File: src/include/tpo_map.vh
// tpo_map.vh: register offsets, field positions, reset values and timing counts
// for the timer mode, complementary pwm and output-disable block.
// assumes a 32-bit apb slave at 100 MHz; byte addresses below.
//
// Contract
// - buffer select 0 normal, 1 C buffers A
// - buffer select bit 4; buffered C no events
// - channels 1, 2 buffer bit reads zero
// - mode field bits 3..0 select operation
// - codes 1101/1110/1111 complementary pwm transfer points
// - pwm2 not ch3/4; phase not ch0/3/4
// - sync/complementary only ch3; ch4 follows ch3
// - restart loads dead time into ch3 counter
// - dead time all ones on reset, standby
// - carrier match turns aux counter upward
// - carrier period all ones, manual reset keeps
// - a-mask: buffer flags only from three counters
// - shutdown input edge or 16 low samples
// - shutdown detection forces six pins high impedance
// - simultaneous low outputs force high impedance
// - sampling and comparison results raise interrupts; irq here only from status bits 4..0, not cmp a/c
// - oscillator stop or standby forces high impedance
`ifndef TPO_MAP_VH
`define TPO_MAP_VH

// register byte offsets
`define TPO_OFS_MODE0 8'h00
`define TPO_OFS_MODE1 8'h04
`define TPO_OFS_MODE2 8'h08
`define TPO_OFS_MODE3 8'h0c
`define TPO_OFS_MODE4 8'h10
`define TPO_OFS_DEAD 8'h14
`define TPO_OFS_CARRIER 8'h18
`define TPO_OFS_CTRL 8'h1c
`define TPO_OFS_STAT 8'h20
`define TPO_OFS_CMPA 8'h24
`define TPO_OFS_CMPC 8'h28
`define TPO_OFS_CNT 8'h2c

// mode register fields
`define TPO_BUF_BIT 4
// control register fields
`define TPO_CTRL_START 0
`define TPO_CTRL_AMASK 1
`define TPO_CTRL_LVLEN 2
`define TPO_CTRL_OEN 3
`define TPO_CTRL_SEL_LO 8
`define TPO_CTRL_IE_LO 16
// status register: bits 3..0 shutdown inputs, 4 level conflict, 5 cmp a, 6 cmp c

// reset values
`define TPO_DEAD_RST 16'hffff
`define TPO_CARRIER_RST 16'hffff

// mode codes
`define TPO_MD_NORMAL 4'h0
`define TPO_MD_PWM1 4'h2
`define TPO_MD_PWM2 4'h3
`define TPO_MD_RSYNC 4'h8
`define TPO_MD_CP_PEAK 4'hd
`define TPO_MD_CP_VALLEY 4'he
`define TPO_MD_CP_BOTH 4'hf

// low-level sampling: samples per detection and prescaler taps
`define TPO_SAMPLES 5'd16
`define TPO_DIV8_MASK 7'h07
`define TPO_DIV16_MASK 7'h0f
`define TPO_DIV128_MASK 7'h7f

`endif
File: src/hdl/tpo_shutdown_filter.v
// tpo_shutdown_filter: one shutdown input, synchronised, then falling edge
// or sixteen consecutive low samples at the selected prescaler rate.
// assumes smp_en is a one-cycle pulse from the top's divider.
`timescale 1ns/100ps
`default_nettype none
`include "tpo_map.vh"

module tpo_shutdown_filter (
    // clock and reset
    input wire pclk,
    input wire presetn,
    input wire soft_clr,
    // pin and configuration
    input wire pin_n,
    input wire [1:0] sel,
    input wire smp_en,
    // result
    output reg detect_ff
);

reg sync1_ff;
reg sync2_ff;
reg prev_ff;
reg [4:0] low_cnt_ff;
reg [4:0] nxt_low_cnt;
reg nxt_detect;

always @(posedge pclk or negedge presetn) begin
    if (!presetn) begin
        sync1_ff <= 1'b1;
        sync2_ff <= 1'b1;
        prev_ff <= 1'b1;
    end else begin
        sync1_ff <= pin_n;
        sync2_ff <= sync1_ff;
        prev_ff <= sync2_ff;
    end
end

always @* begin
    nxt_low_cnt = low_cnt_ff;
    nxt_detect = 1'b0;
    if (sel == 2'b00) begin
        nxt_detect = prev_ff & ~sync2_ff;
        nxt_low_cnt = 5'd0;
    end else if (smp_en) begin
        if (sync2_ff) begin
            nxt_low_cnt = 5'd0;
        end else if (low_cnt_ff == `TPO_SAMPLES - 5'd1) begin
            nxt_detect = 1'b1;
            nxt_low_cnt = 5'd0;
        end else begin
            nxt_low_cnt = low_cnt_ff + 5'd1;
        end
    end
end

always @(posedge pclk or negedge presetn) begin
    if (!presetn) begin
        low_cnt_ff <= 5'd0;
        detect_ff <= 1'b0;
    end else if (soft_clr) begin
        low_cnt_ff <= 5'd0;
        detect_ff <= 1'b0;
    end else begin
        low_cnt_ff <= nxt_low_cnt;
        detect_ff <= nxt_detect;
    end
end

endmodule
`default_nettype wire

File: src/hdl/tpo_top.v
// tpo_top: channel mode registers, channel 3/4 complementary pwm core,
// dead time and carrier period, and the output-disable unit for six pins.
// assumes an apb master on pclk; pins and shutdown inputs are asynchronous.
`timescale 1ns/100ps
`default_nettype none
`include "tpo_map.vh"

module tpo_top #(
    parameter HAS_LEVEL_CHECK = 1
) (
    // apb
    input wire pclk,
    input wire presetn,
    input wire psel,
    input wire penable,
    input wire pwrite,
    input wire [7:0] paddr,
    input wire [31:0] pwdata,
    output reg [31:0] prdata_ff,
    output reg pready_ff,
    output reg pslverr_ff,
    // system
    input wire manual_resetn,
    input wire standby,
    input wire osc_stop,
    input wire [3:0] shutdown_inputs_n,
    // high-current pins: ch3 b, ch3 d, ch4 a, ch4 b, ch4 c, ch4 d
    output reg [5:0] pin_o_ff,
    output reg [5:0] pin_oe_ff,
    // interrupt request
    output reg irq_ff
);

// mode code legality per channel
function mode_ok;
    input [2:0] ch;
    input [3:0] md;
    begin
        case (md)
            `TPO_MD_NORMAL, `TPO_MD_PWM1: mode_ok = 1'b1;
            `TPO_MD_PWM2: mode_ok = (ch != 3'd3) && (ch != 3'd4);
            4'h4, 4'h5, 4'h6, 4'h7: mode_ok = (ch == 3'd1) || (ch == 3'd2);
            `TPO_MD_RSYNC, `TPO_MD_CP_PEAK, `TPO_MD_CP_VALLEY, `TPO_MD_CP_BOTH:
                mode_ok = (ch == 3'd3);
            default: mode_ok = 1'b0;
        endcase
    end
endfunction

function is_comp;
    input [3:0] md;
    begin
        is_comp = (md == `TPO_MD_CP_PEAK) || (md == `TPO_MD_CP_VALLEY) || (md == `TPO_MD_CP_BOTH);
    end
endfunction

// synchronisers for asynchronous level inputs
reg [2:0] sy1_ff;
reg [2:0] sy2_ff;
always @(posedge pclk or negedge presetn) begin
    if (!presetn) begin
        sy1_ff <= 3'b001;
        sy2_ff <= 3'b001;
    end else begin
        sy1_ff <= {osc_stop, standby, manual_resetn};
        sy2_ff <= sy1_ff;
    end
end
wire mreset = ~sy2_ff[0];
wire stby = sy2_ff[1];
wire ostop = sy2_ff[2];

// registers
reg [4:0] mode_ff [0:4];
reg [15:0] dead_ff;
reg [15:0] carrier_ff;
reg [31:0] ctrl_ff;
reg [6:0] stat_ff;
reg [15:0] cmpa_ff;
reg [15:0] cmpc_ff;
reg [15:0] ch3_cnt_ff;
reg [15:0] ch4_cnt_ff;
reg [15:0] aux_cnt_ff;
reg aux_up_ff;
reg start_d_ff;

wire [3:0] md3 = mode_ff[3][3:0];
wire comp3 = is_comp(md3);
wire rsync3 = (md3 == `TPO_MD_RSYNC);
// channel 4 follows channel 3 in the paired modes
wire [4:0] mode4_eff = (comp3 || rsync3) ? mode_ff[3] : mode_ff[4];
wire buf_a3 = mode_ff[3][`TPO_BUF_BIT];

// apb decode
wire acc = psel & penable;
wire wr_go = acc & pready_ff & pwrite;
reg [31:0] rd_mux;
reg hit;
always @* begin
    rd_mux = 32'h0000_0000;
    hit = 1'b1;
    if (paddr == `TPO_OFS_MODE0) begin
        rd_mux = {27'h0, mode_ff[0]};
    end else if (paddr == `TPO_OFS_MODE1) begin
        rd_mux = {27'h0, mode_ff[1]};
    end else if (paddr == `TPO_OFS_MODE2) begin
        rd_mux = {27'h0, mode_ff[2]};
    end else if (paddr == `TPO_OFS_MODE3) begin
        rd_mux = {27'h0, mode_ff[3]};
    end else if (paddr == `TPO_OFS_MODE4) begin
        rd_mux = {27'h0, mode_ff[4]};
    end else if (paddr == `TPO_OFS_DEAD) begin
        rd_mux = {16'h0, dead_ff};
    end else if (paddr == `TPO_OFS_CARRIER) begin
        rd_mux = {16'h0, carrier_ff};
    end else if (paddr == `TPO_OFS_CTRL) begin
        rd_mux = ctrl_ff;
    end else if (paddr == `TPO_OFS_STAT) begin
        rd_mux = {25'h0, stat_ff};
    end else if (paddr == `TPO_OFS_CMPA) begin
        rd_mux = {16'h0, cmpa_ff};
    end else if (paddr == `TPO_OFS_CMPC) begin
        rd_mux = {16'h0, cmpc_ff};
    end else if (paddr == `TPO_OFS_CNT) begin
        rd_mux = {aux_cnt_ff, ch3_cnt_ff};
    end else begin
        hit = 1'b0;
    end
end

// one wait state: answer in the second access cycle
always @(posedge pclk or negedge presetn) begin
    if (!presetn) begin
        pready_ff <= 1'b0;
        pslverr_ff <= 1'b0;
        prdata_ff <= 32'h0000_0000;
    end else begin
        pready_ff <= acc & ~pready_ff;
        pslverr_ff <= acc & ~pready_ff & ~hit;
        prdata_ff <= (acc & ~pready_ff & ~pwrite & hit) ? rd_mux : 32'h0000_0000;
    end
end

// mode registers, an illegal code for the channel keeps the old mode field; the buffer bit is still written, except on channels 1 and 2
genvar gi;
generate
    for (gi = 0; gi < 5; gi = gi + 1) begin : g_mode
        always @(posedge pclk or negedge presetn) begin
            if (!presetn) begin
                mode_ff[gi] <= 5'h00;
            end else if (mreset) begin
                mode_ff[gi] <= 5'h00;
            end else if (wr_go && paddr == 8'h04 * gi) begin
                if (mode_ok(gi, pwdata[3:0])) begin
                    mode_ff[gi][3:0] <= pwdata[3:0];
                end
                if (gi != 1 && gi != 2) begin
                    mode_ff[gi][`TPO_BUF_BIT] <= pwdata[`TPO_BUF_BIT];
                end
            end
        end
    end
endgenerate

// dead time and carrier period survive manual reset
always @(posedge pclk or negedge presetn) begin
    if (!presetn) begin
        dead_ff <= `TPO_DEAD_RST;
        carrier_ff <= `TPO_CARRIER_RST;
    end else if (stby) begin
        dead_ff <= `TPO_DEAD_RST;
        carrier_ff <= `TPO_CARRIER_RST;
    end else if (wr_go) begin
        if (paddr == `TPO_OFS_DEAD) begin
            dead_ff <= pwdata[15:0];
        end
        if (paddr == `TPO_OFS_CARRIER) begin
            carrier_ff <= pwdata[15:0];
        end
    end
end

// complementary pwm counters
wire start = ctrl_ff[`TPO_CTRL_START];
wire peak = aux_up_ff && (aux_cnt_ff == dead_ff);
wire valley = !aux_up_ff && (aux_cnt_ff == carrier_ff);
wire xfer = ((md3 == `TPO_MD_CP_PEAK) && peak) || ((md3 == `TPO_MD_CP_VALLEY) && valley)
    || ((md3 == `TPO_MD_CP_BOTH) && (peak || valley));
always @(posedge pclk or negedge presetn) begin
    if (!presetn) begin
        ch3_cnt_ff <= 16'h0000;
        ch4_cnt_ff <= 16'h0000;
        aux_cnt_ff <= 16'h0000;
        aux_up_ff <= 1'b0;
        start_d_ff <= 1'b0;
    end else if (mreset) begin
        ch3_cnt_ff <= 16'h0000;
        ch4_cnt_ff <= 16'h0000;
        aux_cnt_ff <= 16'h0000;
        aux_up_ff <= 1'b0;
        start_d_ff <= 1'b0;
    end else begin
        start_d_ff <= start;
        if (!start) begin
            ch3_cnt_ff <= 16'h0000;
            ch4_cnt_ff <= 16'h0000;
            aux_cnt_ff <= 16'h0000;
            aux_up_ff <= 1'b0;
        end else if (!start_d_ff && comp3) begin
            ch3_cnt_ff <= dead_ff;
            ch4_cnt_ff <= 16'h0000;
            aux_cnt_ff <= dead_ff;
            aux_up_ff <= 1'b0;
        end else begin
            ch3_cnt_ff <= ch3_cnt_ff + 16'h0001;
            ch4_cnt_ff <= ch4_cnt_ff + 16'h0001;
            if (comp3 && valley) begin
                aux_up_ff <= 1'b1;
                aux_cnt_ff <= aux_cnt_ff + 16'h0001;
            end else if (peak) begin
                aux_up_ff <= 1'b0;
                aux_cnt_ff <= aux_cnt_ff - 16'h0001;
            end else if (aux_up_ff) begin
                aux_cnt_ff <= aux_cnt_ff + 16'h0001;
            end else begin
                aux_cnt_ff <= aux_cnt_ff - 16'h0001;
            end
        end
    end
end

// compare registers; C buffers A when buffer select is set
always @(posedge pclk or negedge presetn) begin
    if (!presetn) begin
        cmpa_ff <= 16'hffff;
        cmpc_ff <= 16'hffff;
    end else if (mreset) begin
        cmpa_ff <= 16'hffff;
        cmpc_ff <= 16'hffff;
    end else begin
        if (wr_go && paddr == `TPO_OFS_CMPC) begin
            cmpc_ff <= pwdata[15:0];
        end
        if (wr_go && paddr == `TPO_OFS_CMPA && !(buf_a3 && comp3)) begin
            cmpa_ff <= pwdata[15:0];
        end else if (buf_a3 && (comp3 ? xfer : (ch3_cnt_ff == cmpa_ff))) begin
            cmpa_ff <= cmpc_ff;
        end
    end
end

// compare events
wire amask = comp3 && ctrl_ff[`TPO_CTRL_AMASK];
wire ev_a = start && (ch3_cnt_ff == cmpa_ff);
wire ev_c_any = (ch3_cnt_ff == cmpc_ff) || (ch4_cnt_ff == cmpc_ff) || (aux_cnt_ff == cmpc_ff);
wire ev_c = start && (amask ? ev_c_any
    : (!buf_a3 && ch3_cnt_ff == cmpc_ff));

// shutdown inputs
reg [6:0] pre_cnt_ff;
always @(posedge pclk or negedge presetn) begin
    if (!presetn) begin
        pre_cnt_ff <= 7'h00;
    end else begin
        pre_cnt_ff <= pre_cnt_ff + 7'h01;
    end
end
wire [3:0] taps = {((pre_cnt_ff & `TPO_DIV128_MASK) == `TPO_DIV128_MASK),
    ((pre_cnt_ff & `TPO_DIV16_MASK) == `TPO_DIV16_MASK),
    ((pre_cnt_ff & `TPO_DIV8_MASK) == `TPO_DIV8_MASK), 1'b0};
wire [3:0] sd_det;
generate
    for (gi = 0; gi < 4; gi = gi + 1) begin : g_sd
        wire [1:0] sel = ctrl_ff[`TPO_CTRL_SEL_LO + 2 * gi +: 2];
        tpo_shutdown_filter u_filt (
            .pclk(pclk),
            .presetn(presetn),
            .soft_clr(mreset),
            .pin_n(shutdown_inputs_n[gi]),
            .sel(sel),
            .smp_en(taps[sel]),
            .detect_ff(sd_det[gi])
        );
    end
endgenerate

// output level conflict: both pins of a pair driven low
wire [2:0] pair_low = {~pin_o_ff[3] & ~pin_o_ff[5], ~pin_o_ff[2] & ~pin_o_ff[4],
    ~pin_o_ff[0] & ~pin_o_ff[1]};
reg conflict_ff;
always @(posedge pclk or negedge presetn) begin
    if (!presetn) begin
        conflict_ff <= 1'b0;
    end else begin
        conflict_ff <= (HAS_LEVEL_CHECK != 0) && ctrl_ff[`TPO_CTRL_LVLEN]
            && (|(pair_low & {3{pin_oe_ff[0]}}));
    end
end

// control and sticky status, write one to clear, set wins
wire [6:0] stat_set = {ev_c, ev_a, conflict_ff, sd_det};
wire [6:0] stat_clr = (wr_go && paddr == `TPO_OFS_STAT) ? pwdata[6:0] : 7'h00;
always @(posedge pclk or negedge presetn) begin
    if (!presetn) begin
        ctrl_ff <= 32'h0000_0000;
        stat_ff <= 7'h00;
    end else if (mreset) begin
        ctrl_ff <= 32'h0000_0000;
        stat_ff <= 7'h00;
    end else begin
        if (wr_go && paddr == `TPO_OFS_CTRL) begin
            ctrl_ff <= pwdata & 32'h001f_ff0f;
        end
        stat_ff <= (stat_ff & ~stat_clr) | stat_set;
    end
end

// pin levels and enables
wire hiz = (|stat_ff[4:0]) || stby || ostop;
wire ph_u = aux_cnt_ff < cmpa_ff;
wire ph_v = ch3_cnt_ff < cmpa_ff;
wire ph_w = ch4_cnt_ff < cmpa_ff;
wire drive = ctrl_ff[`TPO_CTRL_OEN] && start && (comp3 || rsync3 || mode4_eff[3:0] != `TPO_MD_NORMAL);
always @(posedge pclk or negedge presetn) begin
    if (!presetn) begin
        pin_o_ff <= 6'h3f;
        pin_oe_ff <= 6'h00;
        irq_ff <= 1'b0;
    end else begin
        pin_o_ff <= {~ph_w, ~ph_v, ph_w, ph_v, ~ph_u, ph_u};
        pin_oe_ff <= (drive && !hiz) ? 6'h3f : 6'h00;
        irq_ff <= |(stat_ff[4:0] & ctrl_ff[`TPO_CTRL_IE_LO +: 5]);
    end
end

endmodule
`default_nettype wire

File: config.mk
export PLATFORM = sky130hd
export DESIGN_NAME = tpo_top
export DESIGN_NICKNAME = d
export VERILOG_FILES = /design/src/hdl/tpo_shutdown_filter.v /design/src/hdl/tpo_top.v
export VERILOG_INCLUDE_DIRS = /design/src /design/src/include
export SDC_FILE = /design/constraint.sdc
export NUM_CORES = 1
export LEC_CHECK = 0
export ABC_AREA = 1
export BUFFER_PORTS_ARGS = -buffer_cell sky130_fd_sc_hd__buf_2
export CAP_MARGIN = 30
export CORE_MARGIN = 8
export CORE_UTILIZATION = 40
export DETAILED_ROUTE_END_ITERATION = 8
export GPL_ROUTABILITY_DRIVEN = 0
export HOLD_SLACK_MARGIN = 0.15
export SLEW_MARGIN = 20
export SYNTH_ARGS = -nofsm -noshare
export SYNTH_HDL_FRONTEND = slang
export SYNTH_SLANG_ARGS = --single-unit
File: constraint.sdc
create_clock -name pclk -period 4.6 [get_ports pclk]
set_input_delay 0.23 -clock pclk [delete_from_list [all_inputs] [get_ports pclk]]
set_output_delay 0.23 -clock pclk [all_outputs]
set_load 0.02 [all_outputs]
Yosys cells after proc, flatten, opt, wreduce, memory -nomap -nowiden
Memory sizes are Yosys's and may differ from the RTL's.
Cells that the tools add are included.
{"block": "op_classes", "add_sub_neg": 9, "n_lt_le_gt_ge": 7, "eq_ne": 46, "muxes": 135, "bitwise": 35, "n_reduce_logical": 62}
{"op": "two-way mux 32 bit", "count": 15}
{"op": "two-way mux 16 bit", "count": 23}
{"op": "two-way mux 5 bit", "count": 26}
{"op": "equality test 16 bit", "count": 6}
{"op": "two-way mux 1 bit", "count": 54}
{"op": "adder 16 x 1 -> 16 bit, second input constant", "count": 3}
{"op": "less-than comparator 16 bit", "count": 3}
{"op": "two-way mux 4 bit", "count": 10}
{"op": "equality test 8 x 5 -> 1 bit, second input constant", "count": 4}
{"op": "equality test 8 x 6 -> 1 bit, second input constant", "count": 4}
{"op": "logical AND 1 bit", "count": 27}
{"op": "inequality test 2 x 1 -> 1 bit, second input constant", "count": 12}
{"op": "adder 5 x 1 -> 5 bit, second input constant", "count": 4}
{"op": "equality test 4 bit, second input constant", "count": 5}
{"op": "equality test 5 x 4 -> 1 bit, second input constant", "count": 4}
{"op": "equality test 8 x 4 -> 1 bit, second input constant", "count": 2}
{"op": "NOT 1 bit", "count": 16}
{"op": "subtractor 16 x 1 -> 16 bit, second input constant", "count": 1}
{"op": "inequality test 3 x 1 -> 1 bit, second input constant", "count": 5}
{"op": "bitwise AND 1 bit", "count": 14}
{"op": "two-way mux 7 bit", "count": 2}
{"op": "AND reduction 2 bit", "count": 7}
{"op": "less-than comparator 2 x 3 -> 1 bit, second input constant", "count": 4}
{"op": "logical OR 1 bit", "count": 11}
{"op": "other kinds (19)", "count": 32}
{"block": "totals", "ff_bits": 273, "rom_bits": 80, "inputBits": 52, "output_inout_bits": 47, "mem_count": 5}
{"memory": "(no name shown)", "depth": 16, "width": 1, "rd": 1, "rd_clocked_by_memory_dff": 0, "wr": 0, "line_no": "tpo_top.v:39", "text": "case (md)"}
{"memory": "(no name shown)", "depth": 16, "width": 1, "rd": 1, "rd_clocked_by_memory_dff": 0, "wr": 0, "line_no": "tpo_top.v:39"}
{"memory": "(no name shown)", "depth": 16, "width": 1, "rd": 1, "rd_clocked_by_memory_dff": 0, "wr": 0, "line_no": "tpo_top.v:39"}
{"memory": "(no name shown)", "depth": 16, "width": 1, "rd": 1, "rd_clocked_by_memory_dff": 0, "wr": 0, "line_no": "tpo_top.v:39"}
{"memory": "(no name shown)", "depth": 16, "width": 1, "rd": 1, "rd_clocked_by_memory_dff": 0, "wr": 0, "line_no": "tpo_top.v:39"}

Longest topological paths before layout
Gate-level depths: netlist of the first run.
{"block": "logic_depth", "word_depth": 15, "mapped_depth": 15, "depth_no_buf": 14}

Cells and area by module
From an unflattened synthesis of the first run, not the netlist that was laid out.
{"block": "hier_totals", "hier_cells": 1955, "area_unflattened_um2": 14863.0}
{"module": "tpo_top", "n_inst": 1, "cells_per_inst": 1759, "area_per_inst_um2": 13211.4, "seq_area_each_um2": 5520.3}
{"module": "tpo_shutdown_filter", "n_inst": 4, "cells_per_inst": 49, "area_per_inst_um2": 412.9, "seq_area_each_um2": 229.0}

Least setup slack after synthesis of the first run
Ideal clock, no wire load.
{"block": "synth_timing", "kind": "reg2reg", "start": "reg cmpa_ff[15]", "end": "reg cmpa_ff[10]", "setup_time_ns": 0.061, "arrival_ns": 1.890, "t_required_ns": 4.539, "slack_ns": 2.649, "path_stages_with_launch": 14, "path_buffers": 1, "period_less_slack_ns": 1.951, "cell_sequence": "dfstp_2 -> inv_1 -> ha_1 -> nand2_1 -> inv_1 -> nand3_1 -> nor3_1 -> nand2_1 -> a21oi_1 -> nand2_2 -> nand2_4 -> buf_6 -> nand2_1 -> nand2_1"}
{"block": "synth_between", "elab_chain_cells": 4}
{"item": "start, declared", "line_no": "tpo_top.v:79", "text": "reg [15:0] cmpa_ff;"}
{"item": "start signal, assigned", "line_no": "tpo_top.v:245", "text": "cmpa_ff <= pwdata[15:0];"}
{"item": "start signal, assigned", "line_no": "tpo_top.v:247", "text": "cmpa_ff <= cmpc_ff;"}
{"item": "equality test 16 bit", "line_no": "tpo_top.v:246", "text": "end else if (buf_a3 && (comp3 ? xfer : (ch3_cnt_ff == cmpa_ff))) begin"}
{"item": "two-way mux 1 bit", "line_no": "tpo_top.v:246"}
{"item": "logical AND 1 bit", "line_no": "tpo_top.v:246"}
{"item": "inequality test 3 x 1 -> 1 bit (no source line)"}
No other way between the ends.
A chain may end at the register's enable or synchronous reset.

Worst setup path in the final report of the first run
{"block": "layout_timing", "start": "reg mode_ff (netlist bit md3[0])", "end": "reg ch3_cnt_ff[14]"}
{"block": "layout_between", "elab_chain_cells": 7}
{"item": "start, declared", "line_no": "tpo_top.v:74", "text": "reg [4:0] mode_ff [0:4];"}
{"item": "start signal, assigned by index", "line_no": "tpo_top.v:155", "text": "mode_ff[gi][3:0] <= pwdata[3:0];"}
{"item": "start signal, assigned by index", "line_no": "tpo_top.v:158", "text": "mode_ff[gi][`TPO_BUF_BIT] <= pwdata[`TPO_BUF_BIT];"}
{"item": "equality test 4 bit (no source line)"}
{"item": "logical OR 1 bit", "line_no": "tpo_top.v:53", "text": "is_comp = (md == `TPO_MD_CP_PEAK) || (md == `TPO_MD_CP_VALLEY) || (md == `TPO_MD_CP_BOTH);"}
{"item": "logical OR 1 bit (*)", "line_no": "tpo_top.v:53"}
{"item": "logical AND 1 bit (*)", "line_no": "tpo_top.v:209", "text": "end else if (!start_d_ff && comp3) begin"}
{"item": "two-way mux 16 bit (*)", "line_no": "tpo_top.v:209"}
{"item": "two-way mux 16 bit (*)", "line_no": "tpo_top.v:204", "text": "if (!start) begin"}
{"item": "two-way mux 16 bit (*)", "line_no": "tpo_top.v:196", "text": "end else if (mreset) begin"}
{"item": "end signal, assigned", "line_no": "tpo_top.v:215", "text": "ch3_cnt_ff <= ch3_cnt_ff + 16'h0001;"}
{"item": "end, declared", "line_no": "tpo_top.v:81", "text": "reg [15:0] ch3_cnt_ff;"}
Every way passes the cells marked *; elsewhere a longest branch is shown, timed or not.

==> metrics.md, run 1 <==
| Metric | Value |
|---|---|
| Status | finished clean |
| Yosys top cell by area | dfrtp_1 |
| Critical path endpoint category | flip-flop |
| Number of global-route vias before repair | 12,800 |
| Synth Instances | between 1,500 and 2,000 |
| Yosys top cell area share | 28.6% |
| Fill cells | 3,551 |
| Clock buffer depth | 3 |
| Die height | 208 um |
| Max_cap viols | 0 |
| Worst EP arrival | 3.53 ns |
| Fin. Hold Viols | 0 |
| CP Launch Type | flip-flop |
| Worst Path Max Fanout | 12 |
| Number of enable flip-flop cells after synthesis | 0 |
| DPL Wire Length | around 35,000 um |
| Top Family by Delay on Critical Path | simple AND/OR/NAND/NOR gates |
| Ys async rst share | 100% |
| Fin nets | just over 2,000 |
| Vias | 13,300 |
| First-pass GRT wire length | about 74,000 um |
| Crit path kind | reg2reg |
| Switch Pwr | 1.40 mW |
| CTS tree | done |
| Met2 Usage GRT | between 30% and 40% |
| Top post-synthesis cells by area | dfrtp_1, dfstp_2, nand2_1 |
| Yosys reg bits | 253 |
| Top Ports | 99 |
| Post-synthesis sequential area ratio | 43.5% |
| Slowest Stage Delay on Critical Path | 0.75 ns |
| Max-slew violations | 0 |
| Total grt overflow | 0 |
| Required @ worst endpoint | 5.09 ns |
| Width of the die | around 210 um |
| Final period util | 65.9% |
| Synth-to-Final Area Change | 14.1% |
| Slowest CP cell | clkinv_1 |
| Distinct cell type count after synthesis | 52 |
| Row count | 70 |
| DRT Pass-1 Iters | 5 |
| Yosys warnings | 0 |
| WL/cell | 19.1 um |
| Multi-input logic area | approximately 7100 sq um |
| LEAKAGE | 8.13 nW |
| Initial Util | 40.5% |
| Post-route DRC | 0 |
| Postcts setup bufs | 0 |
| Via density | 5.43 |
| Pwr dens | 321 nW/um^2 |
| ANT nets after route | 0 |
| Initial antenna violation count | 1 |
| Clock share of power | 46.2% |
| RSZ-0062 raised after global routing | no |
| Seq pwr share | 45.2% |
| Slew margin rel. | between 30% and 40% |
| Die area | 43,400 sq um |
| Worst-path cell chain | nor2_1, nor2_4, inv_1, nor2_2, nor2_1, clkinv_1, nand2_1, a21boi_0 |
| Post-route clock skew | 0.0167 ns |
| Clk_lat worst skew | 0.58 ns |
| Worst path bufs/invs | 2 |
| Register area | 6440 sq um |
| Prevailing post-synth register cell | dfrtp_1 |
| TritonCTS buffer count | 29 |
| Clk root buf | clkbuf_16 |
| Top post-synthesis cells by count | nand2_1, inv_1, nor2_1, dfrtp_1, a21oi_1 |
| Cell Int Power | 4.02 mW |
| Fmax | around 330 MHz |
| Max VDD drop | approximately 360 uV |
| Logic pwr share | under 10% |
| Net Count, Synth | 1,980 |
| Core Box Area | 36,500 sq um |
| Largest net degree at the start of global routing | 107 |
| GRT Util Overall | 21.2% |
| WHS | 0.230 ns |
| Clock-pin slew on the worst setup and hold paths | 0.06 ns |
| Switching part of the total | between 20% and 30% |
| Syn_area_per_cell | around 7.9 sq um |
| # H-tree levels | 1 |
| Routed wire length | 46,800 um |
| Sum Neg Setup Slack | 0 ns |
| Met1 GRT Util | about 29% |
| Cell Area, Synth | 14,800 sq um |
| Count leader, synth | nand2_1 |
| Worst Hold Class | in2reg |
| CTS sink count | 253 |
| Port bufs | 87 |
| Crit path top cell by count | nor2_1 |
| Most Crowded Layer GR | met2 |
| Period minus WS final | 3.03 ns |
| Layout cells sized above 1 | 15.3% |
| Final Setup Violations | 0 |
| Iter 0 DRT Violations | about 1,100 |
| Met3 Track Usage GR | 3.70% |
| Slew @ Worst Pin | roughly 0.97 ns |
layout by cell type (no fill, tap or decap), drive strengths merged, types with 3 or more instances in the layout:
master       count
a211oi           6
a21boi           5
a21oi          143
a221oi           4
a31oi            3
buf             94
bufinv           5
clkbuf          37
clkinv           7
clkinvlp         4
dfrtp          169
dfstp           84
dlygate4sd3     32
ha              56
inv            243
nand2          381
nand3          118
nand3b          12
nand4           40
nor2           213
nor3            48
nor4             7
o211ai           5
o21a             3
o21ai          116
o221ai           4
o22ai           36
or2             14
xnor2           30
xor2            56
layout make-up:
cell class                      instances  share of cell area (%)
Inverter                              242                    5.38
Timing Repair Buffer                  126                    4.92
Sequential cell                       253                    38.1
Clock inverter                         17                    1.44
Antenna cell                            1                  0.0148
Tap cell                              468                    3.47
Multi-Input combinational cell       1309                    41.9
Clock buffer                           37                    4.71
timing repair:
action / CTS / global route
hold buffers: 32 / 0
endpoints found under the hold margin: 162 / 0
gates resized for setup: 0 / 0
per-stage QoR:
stage	cell area [sq um]	utilization [%]	setup WS (ns)	power, mW	cells
floorplan	14800	-	2.65	2.73	1872
detailed placement	15500	42.5	1.67	2.93	2366
finish	16900	46.2	1.57	5.42	2453
global route	16900	46.2	1.41	5.62	2452
CTS	16900	46.2	1.63	5.47	2452
global placement	15500	42.5	1.70	2.92	2366
state kept, by name, indices dropped and copies added, names as in the netlist, 6 cells and up:
signal,cells
pin_o_ff,6
ctrl_ff,17
carrier_ff,16
g_sd.u_filt.low_cnt_ff,20
ch3_cnt_ff,16
cmpc_ff,16
ch4_cnt_ff,16
dead_ff,16
pre_cnt_ff,7
stat_ff,7
aux_cnt_ff,16
mode_ff,18
cmpa_ff,16
prdata_ff,32
power groups by stage:
stage          Clock [mW]  Sequential, mW  Combinational (mW)
3_5_place_dp            0            2.49               0.443
3_3_place_gp            0            2.48               0.432
2_1_floorplan           0            2.44               0.285
6_report             2.51            2.45               0.465
5_1_grt              2.64            2.46               0.524
4_1_cts              2.56            2.45               0.465
metal layers:
layer	part of all wire, %	wire length [um]	vias to the layer above
li1	-	-	6314
met1	44	20400	6393
met2	45	21000	503
met3	7.6	3580	110
met4	3.9	1830	2
met5	0.028	13	-
kinds of logic (layout without fill, tap and decap cells):
group	count (synthesis)	count (layout)	share of synthesized area, %
adders and majority gates	56	56	4.74
muxes	2	2	0.144
xor gates and xnor gates	86	86	5.09
DFF	253	253	43.5
other	0	1	0
and+or+nand+nor	834	834	25.4
buffers and inverters	310	422	8.70
AOI/OAI and AO/OA	331	331	12.4
worst paths after layout:
| check | endpoint | cells past startpoint | slack, ns | startpoint |
|---|---|---|---|---|
| setup / recovery | ch3_cnt_ff[14] | 8 | 1.57 | md3[0] |
| hold / removal | pslverr_ff | 5 | 0.23 | paddr[3] |
| setup reg to reg | ch3_cnt_ff[14] | 8 | 1.57 | md3[0] |
| hold reg to reg | sy2_ff[2] | 0 | 0.34 | sy1_ff[2] |
| max in group asynchronous | g_sd[1].u_filt.low_cnt_ff[2] | 3 | 3.28 | presetn |
| min in group asynchronous | stat_ff[4] | 2 | 0.31 | presetn |
tightest hold or removal path, delay by kind of cell:
kind / cells / cell delay [ns]
buffers and inverters: 1 / 0.13
and+or+nand+nor: 4 / 0.41
(Power assumes the default switching activity.)
==> run 2: changes to the inputs <==
==> constraint.sdc (replaced) <==
create_clock -name pclk -period 2.9 [get_ports pclk]
set_input_delay 0.145 -clock pclk [delete_from_list [all_inputs] [get_ports pclk]]
set_output_delay 0.145 -clock pclk [all_outputs]
set_load 0.02 [all_outputs]
==> metrics.md, run 2 (synthesis gave the netlist of run 1 again) <==
| Metric | Value |
|---|---|
| RSZ-0062 raised after global routing | no |
| # H-tree levels | 1 |
| Critical path depth | 10 |
| LEAKAGE | 8.20 nW |
| R2R cell count | 10 |
| Clock-pin slew on the worst setup and hold paths | 0.06 ns |
| Fmax | 397 MHz |
| WL/cell | 18.9 um |
| Worst Path Max Fanout | 17 |
| Vias | 13,200 |
| Initial antenna violation count | 1 |
| Synth-to-Final Area Change | 14.6% |
| Max VDD drop | roughly 460 uV |
| CTS sink count | 253 |
| ANT nets after route | 0 |
| Via density | 5.35 |
| Total grt overflow | 0 |
| Reg-to-Reg End | aux_cnt_ff[7] |
| Register area | 6440 sq um |
| Width of the die | between 200 and 250 um |
| Top Ports | about 100 |
| Most frequent cells in the layout | nand2_1, inv_1, nor2_1 |
| Final period util | between 80% and 90% |
| Worst Hold Class | in2reg |
| Overall Power | about 8.1 mW |
| Post-route clock skew | 0.0248 ns |
| Post-CTS Resized | 0 |
| Fill cells | 3,601 |
| Largest Register | prdata_ff |
| DRT Pass-1 Iters | 5 |
| Top Family by Delay on Critical Path | simple AND/OR/NAND/NOR gates |
| Largest regs | prdata_ff (32), g_sd.u_filt.low_cnt_ff (20), mode_ff (18) |
| Slew margin rel. | 44.2% |
| Sum Neg Setup Slack | 0 ns |
| Number of global-route vias before repair | 13,000 |
| Core Box Area | between 30,000 and 40,000 sq um |
| Period minus WS final | 2.52 ns |
| Reg-to-Reg Start | aux_cnt_ff[13] |
| Initial Util | 40.5% |
| Worst-path cell chain | inv_1, o21ai_0, nand3b_1, nor2_1, nand3_2, nand2_4, nand2_1, nand3_1, nand2_1, inv_1 |
| Critical path launch point | aux_cnt_ff[13] |
| CP Launch Type | flip-flop |
| R2R Setup Slk | 0.38 ns |
| Pre-CTS WS | 0.469 ns |
| Required @ worst endpoint | 3.41 ns |
| Worst EP arrival | 3.03 ns |
| Post-route DRC | 0 |
| CTS tree | done |
| N_diodes | 0 |
| Final Setup Violations | 0 |
| Clk root buf | clkbuf_16 |
| Clock buffer depth | 3 |
| Final worst setup slack | 0.383 ns |
| Pwr dens | 477 nW/um^2 |
| CP Capture Point | aux_cnt_ff[7] |
| Multi-input logic area | 7080 sq um |
| Min-delay src | paddr[1] |
| Core Util, Final | 46.4% |
| DPL Wire Length | roughly 36,000 um |
| TritonCTS buffer count | 28 |
| Commonest non-fill, non-tap cell in the layout | nand2_1 |
| Die area | around 43,000 sq um |
| Slowest CP cell | dfrtp_1 |
| Die height | roughly 210 um |
| Slew @ Worst Pin | ~0.83 ns |
| Worst path bufs/invs | 2 |
| Max_cap viols | 0 |
| First-pass GRT wire length | 73,600 um |
| Layout cells sized above 1 | 15.9% |
| Slowest Stage Delay on Critical Path | 0.47 ns |
| Max-slew violations | 0 |
| Critical path endpoint category | flip-flop |
| Largest net degree at the start of global routing | 96 |
| Clk_lat worst skew | 0.58 ns |
| Iter 0 DRT Violations | 1,085 |
| Status | finished clean |
| Port bufs | 87 |
| Fin nets | 2,093 |
| Routed wire length | 46,800 um |
| GRT Util Overall | 21.2% |
| Row count | 70 |
| Fin. Hold Viols | 0 |
| Number of flip-flops in the largest register | 32 |
| Crit path kind | reg2reg |
run 2: worst min path at each step:
stage	end	slack, ns	cells after the start
after floorplan	aux_cnt_ff[0]	-0.15	0
after detailed placement	ch3_cnt_ff[12]	0.24	1
final	pslverr_ff	0.18	5
after global placement	ch3_cnt_ff[12]	0.24	1
after CTS	pslverr_ff	0.15	5
after global routing	g_sd[3].u_filt.sync1_ff	0.19	2
run 2: area by class of cell:
cell class / instances / area share [%]
inverters: 242 / 5.36
clock inverters: 9 / 0.450
flip-flops and latches: 253 / 38.0
clock buffers: 43 / 4.82
repair buffers: 151 / 6.20
well taps: 468 / 3.45
multi-input cells: 1309 / 41.8
run 2: report_power, final:
group          total [mW]  leakage (nW)  internal, mW  switching (mW)
Combinational       0.747          4.57         0.259           0.488
Sequential           3.89          3.19          3.74           0.156
Clock                3.44         0.438          1.95            1.49
Total                8.08          8.20          5.94            2.14
run 2: tightest hold or removal path, delay by kind of cell:
| family | cells | cell delay, ns |
|---|---|---|
| buffers and inverters | 1 | 0.11 |
| and+or+nand+nor | 4 | 0.44 |
run 2: metal layers:
layer  share of wire, %  global-route usage (%)  vias to the layer above
li1                   -                       -                     6355
met1                 44                    27.9                     6308
met2                 44                    33.2                      457
met3                7.2                    4.76                      113
met4                4.9                    9.47                        0
met5                  0                       0                        -
run 2: stage by stage:
stage / cells / hold WS [ns] / area, sq um
finish: 2475 / 0.176 / 17000
CTS: 2475 / 0.154 / 17000
floorplan: 1872 / -0.151 / 14800
global route: 2475 / 0.187 / 17000
detailed placement: 2388 / 0.242 / 15700
global placement: 2388 / 0.242 / 15700
run 2: timing repair:
item | CTS | global route
hold endpoints to repair | 273 | 0
hold buffers | 35 | 0
setup buffers | 0 | 0
==> run 3: changes to the inputs <==
--- a/config.mk
+++ b/config.mk
@@ -9,11 +9,12 @@
 export ABC_AREA = 1
 export BUFFER_PORTS_ARGS = -buffer_cell sky130_fd_sc_hd__buf_2
 export CAP_MARGIN = 30
-export CORE_MARGIN = 8
+export CORE_MARGIN = 1.5
 export CORE_UTILIZATION = 40
 export DETAILED_ROUTE_END_ITERATION = 8
 export GPL_ROUTABILITY_DRIVEN = 0
 export HOLD_SLACK_MARGIN = 0.15
+export SETUP_SLACK_MARGIN = 0.02
 export SLEW_MARGIN = 20
 export SYNTH_ARGS = -nofsm -noshare
 export SYNTH_HDL_FRONTEND = slang
==> constraint.sdc (replaced) <==
create_clock -name pclk -period 3 [get_ports pclk]
set_input_delay 0.15 -clock pclk [delete_from_list [all_inputs] [get_ports pclk]]
set_output_delay 0.15 -clock pclk [all_outputs]
set_load 0.02 [all_outputs]
==> metrics.md, run 3 (synthesis gave the netlist of run 1 again) <==
| Metric | Value |
|---|---|
| Status | finished clean |
| Pwr dens | ~480 nW/um^2 |
| Post-route DRC | 0 |
| Worst Path Max Fanout | 16 |
| Max-slew violations | 0 |
| DPL Wire Length | 35,100 um |
| RSZ-0062 raised after global routing | no |
| Initial Util | between 40% and 50% |
| Fin nets | 2,097 |
| Met3 Track Usage GR | 3.54% |
| Die area | between 30,000 and 40,000 sq um |
| LEAKAGE | between 8 and 9 nW |
| Layout cells sized above 1 | approximately 16% |
| Clk root buf | clkbuf_16 |
| Crit path kind | reg2reg |
| Post-route cell area | 17,100 sq um |
| WL/cell | 18.9 um |
| Top Ports | 99 |
| Width of the die | 195 um |
| Critical path launch point | cmpa_ff[15] |
| Final Setup Violations | 0 |
| Slowest Stage Delay on Critical Path | 0.53 ns |
| Largest net degree at the start of global routing | 78 |
| Commonest non-fill, non-tap cell in the layout | nand2_1 |
| Via density | 5.33 |
| Most Crowded Layer GR | met2 |
| Number of flip-flops in the largest register | 32 |
| CTS sink count | 253 |
| Final period util | 90.5% |
| Initial antenna violation count | 0 |
| Number of global-route vias before repair | 12,900 |
| Worst Hold Class | in2async |
| R2R cell count | 12 |
| Synth-to-Final Area Change | 15.4% |
| Fmax | roughly 370 MHz |
| Slowest CP cell | dfstp_2 |
| Vias | 13,200 |
| Worst-path cell chain | inv_1, ha_1, nand2_1, inv_1, nand3_1, nor3_1, nand2_1, a21oi_1, nand2_2, nand2_4, nand2_1, nand2_1 |
| Largest regs | prdata_ff (32), g_sd.u_filt.low_cnt_ff (20), mode_ff (18) |
| Clock-pin slew on the worst setup and hold paths | 0.06 ns |
| ANT nets after route | 0 |
| Required @ worst endpoint | 3.52 ns |
| TritonCTS buffer count | 29 |
| Reg-to-Reg Start | cmpa_ff[15] |
| Row count | 70 |
| Routed wire length | roughly 47,000 um |
| Met1 GRT Util | 34.8% |
| Critical path endpoint category | flip-flop |
| Total grt overflow | 0 |
| GRT Util Overall | 24.8% |
| Post-CTS Resized | 0 |
| Max_cap viols | 0 |
| Largest Register | prdata_ff |
| Iter 0 DRT Violations | 1,202 |
| First-pass GRT wire length | 73,800 um |
| Worst EP arrival | 3.23 ns |
| CP Launch Type | flip-flop |
| N_diodes | 0 |
| Sum Neg Setup Slack | 0 ns |
| Met2 Usage GRT | 38.8% |
| DRT Pass-1 Iters | 5 |
| Slew @ Worst Pin | between 0.8 and 0.9 ns |
| WHS | ~0.16 ns |
| Post-route clock skew | 0.00921 ns |
| Slew margin rel. | 45.0% |
| Most frequent cells in the layout | nand2_1, inv_1, nor2_1 |
| Clock buffer depth | 3 |
| Core Box Area | 36,500 sq um |
| Die height | 195 um |
| Port bufs | 87 |
| # H-tree levels | 1 |
| Crit path top cell by count | nand2_1 |
| Max VDD drop | 409 uV |
| Clk_lat worst skew | ~0.58 ns |
| Period minus WS final | between 2 and 3 ns |
| Fin. Hold Viols | 0 |
| CTS tree | done |
| Post-DP Area | roughly 16,000 sq um |
## run 3: changes by cell type in the layout (fill, tap and decap cells not counted)
| cell | previous run | this run |
|---|---|---|
| inv_16 | 0 | 1 |
| buf_4 | 26 | 29 |
| clkinv_16 | 1 | 0 |
| clkbuf_1 | 9 | 11 |
| clkbuf_16 | 28 | 29 |
| clkinv_2 | 6 | 2 |
| bufinv_16 | 0 | 3 |
## run 3: metrics by stage
stage          total power [mW]  instances  setup slack (ns)  utilization, %
5_1_grt                    8.47       2480             0.196            46.7
2_1_floorplan              4.18       1872              1.05               -
4_1_cts                    8.24       2480             0.386            46.7
3_3_place_gp               4.48       2391             0.450            43.1
6_report                   8.16       2480             0.285            46.7
3_5_place_dp               4.50       2391             0.417            43.1
## run 3: power by group
group          total (mW)  internal, mW  switching [mW]
combinational       0.726         0.251           0.476
sequential           3.76          3.61           0.151
clock                3.68          2.20            1.47
total                8.16          6.06            2.10
## run 3: final cells by class
class / instances / area (sq um)
timing repair buffer: 154 / 1070
sequential: 253 / 6440
inverter: 242 / 908
clock inverter: 8 / 136
fill: 3601 / 19500
tap: 468 / 586
clock buffer: 46 / 850
multi-input combinational: 1309 / 7080
## run 3: per-layer routing
metal	routed length, um	up-vias
li1	-	6378
met1	21000	6275
met2	20900	461
met3	3010	105
met4	2020	0
met5	0	-
## run 3: final timing paths
kind                                        to  slack (ns)
worst max-delay path                cmpa_ff[7]        0.29
worst min-delay path            ch4_cnt_ff[11]        0.16
worst max register to register      cmpa_ff[7]        0.29
worst min register to register       sy2_ff[1]        0.35
max in group asynchronous        carrier_ff[7]        1.95
min in group pclk                   pslverr_ff        0.18
## run 3: worst max-delay path: cells and delay by family, from the launching register on
family	cells	cell delay (ns)
and+or+nand+nor	8	1.44
DFF	1	0.53
adders and majority gates	1	0.31
AOI/OAI and AO/OA	1	0.20
buffers and inverters	2	0.15
## run 3: timing repair
item	in CTS	in global routing
hold endpoints to repair	290	0
setup buffers	0	0
hold buffers	35	0
